File: config.mk
export PLATFORM = sky130hd
export DESIGN_NAME = acsw_core
export DESIGN_NICKNAME = d
export VERILOG_FILES = /design/src/verilog/acsw_pkg.sv /design/src/verilog/acsw_core.sv /design/src/verilog/acsw_fault.sv
export SDC_FILE = /design/constraint.sdc
export NUM_CORES = 1
export LEC_CHECK = 0
export BUFFER_PORTS_ARGS = -buffer_cell sky130_fd_sc_hd__buf_2
export CORE_MARGIN = 2
export CORE_UTILIZATION = 47
export DETAILED_ROUTE_END_ITERATION = 16
export PLACE_DENSITY_LB_ADDON = 0.12
export SYNTH_ARGS = -nofsm -noshare
export SYNTH_HDL_FRONTEND = slang
export SYNTH_SLANG_ARGS = --single-unit
File: constraint.sdc
create_clock -name ref_clk -period 2.23 [get_ports ref_clk]
set_input_delay 0 -clock ref_clk [delete_from_list [all_inputs] [get_ports ref_clk]]
set_output_delay 0 -clock ref_clk [all_outputs]
set_load 0.05 [all_outputs]
File: src/verilog/acsw_pkg.sv
package acsw_pkg;
    localparam int ACSW_W = 32;
    // field positions inside the arithmetic-controls word
    localparam int CC_LSB = 0;
    localparam int CC_W = 3;
    localparam int CLS_LSB = 3;
    localparam int CLS_W = 3;
    localparam int CLS_SIGN = 6;
    localparam int IOV_FLAG = 8;
    localparam int IOV_MASK = 12;
    localparam int NO_IMPRECISE = 15;
    localparam int FP_FLAG_LSB = 16;
    localparam int FP_MASK_LSB = 24;
    localparam int FP_N = 5;
    localparam int NORM_MODE = 29;
    localparam int RND_LSB = 30;
    localparam int RND_W = 2;
    // bits that hold state; all others are reserved and read as zero
    localparam logic [31:0] ACSW_IMPL = 32'hFF1F917F;
    localparam logic [31:0] ACSW_RESET = 32'h00000000;

    localparam logic [2:0] CC_FALSE = 3'h0;
    localparam logic [2:0] CC_TRUE = 3'h2;
    localparam logic [2:0] CC_UNORD = 3'h0;
    localparam logic [2:0] CC_GT = 3'h1;
    localparam logic [2:0] CC_EQ = 3'h2;
    localparam logic [2:0] CC_LT = 3'h4;
    localparam logic [2:0] CC_ORD = 3'h7;

    typedef enum logic [2:0] {
        ACSW_CLS_ZERO = 3'h0,
        ACSW_CLS_DENORM = 3'h1,
        ACSW_CLS_NORMAL = 3'h2,
        ACSW_CLS_INF = 3'h3,
        ACSW_CLS_QNAN = 3'h4,
        ACSW_CLS_SNAN = 3'h5,
        ACSW_CLS_RESOP = 3'h6
    } acsw_class_e;

    typedef enum logic [1:0] {
        ACSW_RND_NEAREST = 2'h0,
        ACSW_RND_DOWN = 2'h1,
        ACSW_RND_UP = 2'h2,
        ACSW_RND_ZERO = 2'h3
    } acsw_rnd_e;

    typedef enum logic [2:0] {
        ACSW_CMP_NONE = 3'h0,
        ACSW_CMP_BOOL = 3'h1,
        ACSW_CMP_INT = 3'h2,
        ACSW_CMP_FP = 3'h4
    } acsw_cmp_e;

    // condition-code producing instruction result
    typedef struct packed {
        acsw_cmp_e kind;
        logic bool_val;
        logic lt;
        logic eq;
        logic gt;
        logic a_nan;
        logic b_nan;
    } acsw_cmp_s;

    // classify instruction result
    typedef struct packed {
        logic valid;
        logic sign;
        acsw_class_e cls;
    } acsw_cls_s;

    // arithmetic exception events
    typedef struct packed {
        logic int_ovf;
        logic [4:0] fp_exc;
        logic fp_denorm_op;
    } acsw_exc_s;

    // decoded control view of the word
    typedef struct packed {
        acsw_rnd_e rnd;
        logic norm_mode;
        logic precise;
        logic [4:0] fp_mask;
        logic iov_mask;
        logic [2:0] cc;
    } acsw_ctl_s;

    // fault requests raised for unmasked conditions
    typedef struct packed {
        logic int_ovf;
        logic [4:0] fp_exc;
        logic fp_resop;
    } acsw_fault_s;
endpackage
File: src/verilog/acsw_core.sv
`timescale 1ns/1ps
`default_nettype none
module acsw_core (
    input wire logic ref_clk,
    input wire logic rst_n,
    input wire logic modify_req,
    input wire logic [31:0] modify_mask,
    input wire logic [31:0] modify_src,
    output logic [31:0] modify_old,
    input wire acsw_pkg::acsw_cmp_s cmp,
    input wire acsw_pkg::acsw_cls_s cls,
    input wire acsw_pkg::acsw_exc_s exc,
    input wire logic handler_entry,
    input wire logic handler_return,
    input wire logic [31:0] record_word,
    output logic [31:0] save_word,
    output logic save_valid,
    output logic [31:0] acsw_word,
    output acsw_pkg::acsw_ctl_s ctl,
    output acsw_pkg::acsw_fault_s fault,
    output logic allow_imprecise
);
    import acsw_pkg::*;

    logic [31:0] word_q;
    logic [31:0] word_d;
    logic [31:0] old_q;
    logic [31:0] old_d;
    logic [31:0] save_q;
    logic [31:0] save_d;
    logic save_valid_q;
    logic save_valid_d;
    logic [31:0] sticky_set;
    logic [2:0] cc_new;
    logic cc_write;
    logic [31:0] merged;

    acsw_fault u_fault (
        .exc(exc),
        .iov_mask(word_q[IOV_MASK]),
        .fp_mask(word_q[FP_MASK_LSB +: FP_N]),
        .norm_mode(word_q[NORM_MODE]),
        .fault(fault),
        .sticky_set(sticky_set)
    );

    // condition code from the instruction result
    always_comb begin
        cc_new = word_q[CC_LSB +: CC_W];
        cc_write = 1'b0;
        case (cmp.kind)
            ACSW_CMP_BOOL: begin
                cc_write = 1'b1;
                cc_new = cmp.bool_val ? CC_TRUE : CC_FALSE;
            end
            ACSW_CMP_INT: begin
                cc_write = 1'b1;
                // each of lt/eq/gt sets one code bit so ge, ne, le come free
                cc_new = {cmp.lt, cmp.eq, cmp.gt};
            end
            ACSW_CMP_FP: begin
                cc_write = 1'b1;
                if (cmp.a_nan | cmp.b_nan) begin
                    cc_new = CC_UNORD;
                end else begin
                    cc_new = {cmp.lt, cmp.eq, cmp.gt};
                end
            end
            default: begin
                cc_write = 1'b0;
            end
        endcase
    end

    // word update; priority: handler return, then hardware events, then modify
    always_comb begin
        word_d = word_q;
        old_d = old_q;
        save_d = save_q;
        save_valid_d = 1'b0;
        merged = (word_q & ~modify_mask) | (modify_src & modify_mask);
        if (handler_entry) begin
            save_d = word_q;
            save_valid_d = 1'b1;
        end
        if (handler_return) begin
            word_d = record_word & ACSW_IMPL;
        end else begin
            if (modify_req) begin
                old_d = word_q;
                word_d = merged & ACSW_IMPL;
            end
            if (cc_write) begin
                word_d[CC_LSB +: CC_W] = cc_new;
            end
            if (cls.valid) begin
                word_d[CLS_LSB +: CLS_W] = cls.cls;
                word_d[CLS_SIGN] = cls.sign;
            end
            // hardware only ORs flags in; the set wins over a program clear
            word_d = word_d | sticky_set;
        end
        if (!rst_n) begin
            // architecturally undefined after reset; zero keeps sim clean
            word_d = ACSW_RESET;
            old_d = ACSW_RESET;
            save_d = ACSW_RESET;
            save_valid_d = 1'b0;
        end
    end

    always_ff @(posedge ref_clk) begin
        word_q <= word_d;
        old_q <= old_d;
        save_q <= save_d;
        save_valid_q <= save_valid_d;
    end

    always_comb begin
        acsw_word = word_q;
        modify_old = old_q;
        save_word = save_q;
        save_valid = save_valid_q;
        ctl.cc = word_q[CC_LSB +: CC_W];
        ctl.iov_mask = word_q[IOV_MASK];
        ctl.fp_mask = word_q[FP_MASK_LSB +: FP_N];
        ctl.precise = word_q[NO_IMPRECISE];
        ctl.norm_mode = word_q[NORM_MODE];
        ctl.rnd = acsw_rnd_e'(word_q[RND_LSB +: RND_W]);
        allow_imprecise = ~word_q[NO_IMPRECISE];
    end
endmodule
`default_nettype wire

File: src/verilog/acsw_fault.sv
`timescale 1ns/1ps
`default_nettype none
module acsw_fault (
    input wire acsw_pkg::acsw_exc_s exc,
    input wire logic iov_mask,
    input wire logic [4:0] fp_mask,
    input wire logic norm_mode,
    output acsw_pkg::acsw_fault_s fault,
    output logic [31:0] sticky_set
);
    import acsw_pkg::*;

    // per-bit results gathered here so each output has a single driver
    logic [4:0] fp_fault;
    logic [4:0] fp_set;

    genvar i;
    generate
        for (i = 0; i < FP_N; i++) begin : g_fp
            assign fp_fault[i] = exc.fp_exc[i] & ~fp_mask[i];
            assign fp_set[i] = exc.fp_exc[i] & fp_mask[i];
        end
    endgenerate

    always_comb begin
        sticky_set = '0;
        // masked overflow records a flag, unmasked one faults and leaves flag
        sticky_set[IOV_FLAG] = exc.int_ovf & iov_mask;
        sticky_set[FP_FLAG_LSB +: FP_N] = fp_set;
        fault.int_ovf = exc.int_ovf & ~iov_mask;
        fault.fp_exc = fp_fault;
        // a denormal outside normalizing mode is a reserved-operand fault
        fault.fp_resop = exc.fp_denorm_op & ~norm_mode;
    end
endmodule
`default_nettype wire

==> reports/qor.csv <==
metric,value,unit
CTS H-tree depth,3,
fin nets,795,
design area,0.00567,sq mm
final wirelength,11700,um
Synth Flop Type,dfxtp_1,
"reg-to-reg slack, setup",0.63,ns
sw frac,0.304,
top-count cell post-synth,nand2_1,
total gr overflow,0,
"Cell Count, Final, Fillers Out",785,
type of origin of the critical path,input pin,
area delta synth->final,37.0,%
I/O pins,240,
outcome,finished clean,
HP Start,modify_src[24],
wire per inst,14.9,um
Comb power frac,0.210,
die height,97.8,um
Post-CTS Setup Bufs,0,
total global-route track usage,0.239,
critical path type,input pin to flip-flop,
clock root cell,clkbuf_8,
DIE WIDTH,97.8,um
Min Hold Slack,0.0193,ns
sequential share of power,0.469,
Clock Skew,0.00892,ns
HPWL after detailed placement,8170,um
period utilisation layout,0.879,
total negative setup slack,0,ns
Commonest cells post-synth,"nand2_1 (100), dfxtp_1 (97), mux2i_1 (42), nor2b_1 (41), a21boi_1 (30)",
number of vias per cell,5.11,
Synth top area share,0.469,
"Seq/Total Area, Yosys",0.469,
"Hold Violations, Final",0,
PwrDens,701,mW/mm^2
Clock Path Buffers,2,
clk sinks,97,
worst min path class,input pin to flip-flop,
VDD IR max,0.349,mV
vias,4010,
IO buf count,212,
DRT iter0 DRCs,137,
crit path DAT,2.25,ns
Mean Syn Cell Area,8.98,sq um
1st-pass router iterations,4,
yosys warns,0,
Netlist cell types,32,
Placed Cells,742,
most area-hungry cell type in the Yosys netlist,dfxtp_1,
Placer Congestion,0.867,
Finish-stage setup viols,0,
Setup crit end kind,flip-flop,
Yosys reg bits,97,
Post-CTS Resized,0,
crit-path max FO,88,
Pleak,0.00283,uW
clock network fraction of design power,0.321,
internal power,2760,uW
"FFs w/ async S/R, synth",0,
share of layout cells above drive strength 1,0.350,
dpl cell area,0.00516,sq mm
Tmin final,1.96,ns
max cap viols,0,
Starting Density,0.479,
synthesized instance count,461,
Rel. slew slack,0.503,
Slew Limit Fails,0,
worst flop-to-flop path startpoint,acsw_word[1]$_SDFFE_PN0P_,
largest net degree at the start of global routing,89,
antenna violations before repair,0,
Num CTS Buffers,9,
DRC violation count after routing,0,
"EDFF count, synth",0,
Tightest Pin Transition,0.746,ns
post-synthesis cell area,0.00414,sq mm
first-pass GRT wire length,18600,um
"top cells by area, synth","dfxtp_1 (47%), mux2i_1 (10%), nand2_1 (9.1%)",
Critical Path RT,2.52,ns
Max Fclk,510,MHz
clk slew on worst S/H paths,0.10,ns
reported net switching power,1210,uW
syn nets,583,
CTS tree,done,
CORE AREA,0.00864,sq mm
row count,34,
CP startpoint,rst_n,
die area,0.00957,sq mm
ANT nets after route,0,
"Clk Latency, worst-skew pair",0.34,ns
vias in the first global route,3811,
# hold bufs at CTS,28,
RSZ-0062 raised after global routing,no,
diodes inserted,0,
[area by class of cell]
cell class                 count  area [sq um]
timing repair buffer         246          1410
inverter                       3          11.3
fill                         771          2970
tap                          108           135
multi-input combinational    316          1940
clock inverter                 4          76.3
clock buffer                  11           151
sequential                    97          1940
[cells in the final DEF, fill, tap and decap left out]
cell type,instances
a32oi_1,1
nor4b_2,1
mux2i_1,42
o2bb2ai_1,1
nor3_1,4
nor2b_2,1
mux2_1,1
a21boi_1,30
o21ai_0,8
buf_2,212
dfxtp_1,97
clkinv_4,1
o211a_1,10
nand3b_1,2
buf_4,4
nor2_1,3
xor2_1,1
and2_1,10
buf_12,2
o21a_1,4
bufinv_16,2
nor3b_1,5
a211o_1,1
dlygate4sd3_1,28
clkinvlp_4,1
inv_1,2
nand3_1,20
o211ai_1,5
nor2b_1,40
inv_2,1
o311a_1,2
a21boi_0,2
nand2_2,1
clkbuf_8,11
a21oi_1,17
o21ai_1,4
nand2_1,100
[critical path, cell delays in order]
cell	delay (ns)
dlygate4sd3_1	0.52
buf_2	0.12
buf_4	0.59
o21ai_0	0.19
a21oi_1	0.21
dlygate4sd3_1	0.58
[through the flow]
| step | util | total power (uW) | setup slack [ns] |
|---|---|---|---|
| floorplan | - | 2470 | 0.946 |
| global placement | 0.598 | 2690 | 0.721 |
| global route | 0.656 | 4140 | 0.110 |
| detailed placement | 0.598 | 2700 | 0.676 |
| finish | 0.656 | 3970 | 0.270 |
| CTS | 0.656 | 4000 | 0.374 |
[flip-flops by register name, indices dropped and copies added, names as in the netlist]
register / count
save_word: 32
modify_old: 32
acsw_word: 32
save_valid: 1
[power groups by stage]
stage               logic [uW]  registers, uW  clock network, uW
global placement           785           1900                  0
floorplan                  374           2100                  0
finish                     836           1860               1270
global route               890           1870               1370
CTS                        836           1860               1300
detailed placement         793           1900                  0
[path summary, 6_finish.rpt]
kind / end / depth (start not counted)
max: acsw_word[17]$_SDFF_PN0_ / 6
min reg2reg: modify_old[8]$_SDFFE_PN0P_ / 2
max reg2reg: acsw_word[1]$_SDFFE_PN0P_ / 4
min: acsw_word[24]$_SDFFE_PN0P_ / 4
[per-layer routing]
| layer | share of wire | vias to the layer above | GRT usage |
|---|---|---|---|
| met2 | 0.49 | 154 | 0.409 |
| li1 | - | 1961 | - |
| met3 | 0.069 | 17 | 0.0472 |
| met1 | 0.42 | 1878 | 0.297 |
| met5 | 0 | - | 0 |
| met4 | 0.020 | 0 | 0.0887 |
[kinds of logic after synthesis]
| group | count (synthesis) | share of synthesized area |
|---|---|---|
| compound gates | 85 | 0.145 |
| xor+xnor | 1 | 0.00212 |
| buf+inv | 48 | 0.0623 |
| flops | 97 | 0.469 |
| mux | 43 | 0.104 |
| simple gates | 187 | 0.217 |
No activity file was read; power rests on OpenSTA's default activity.
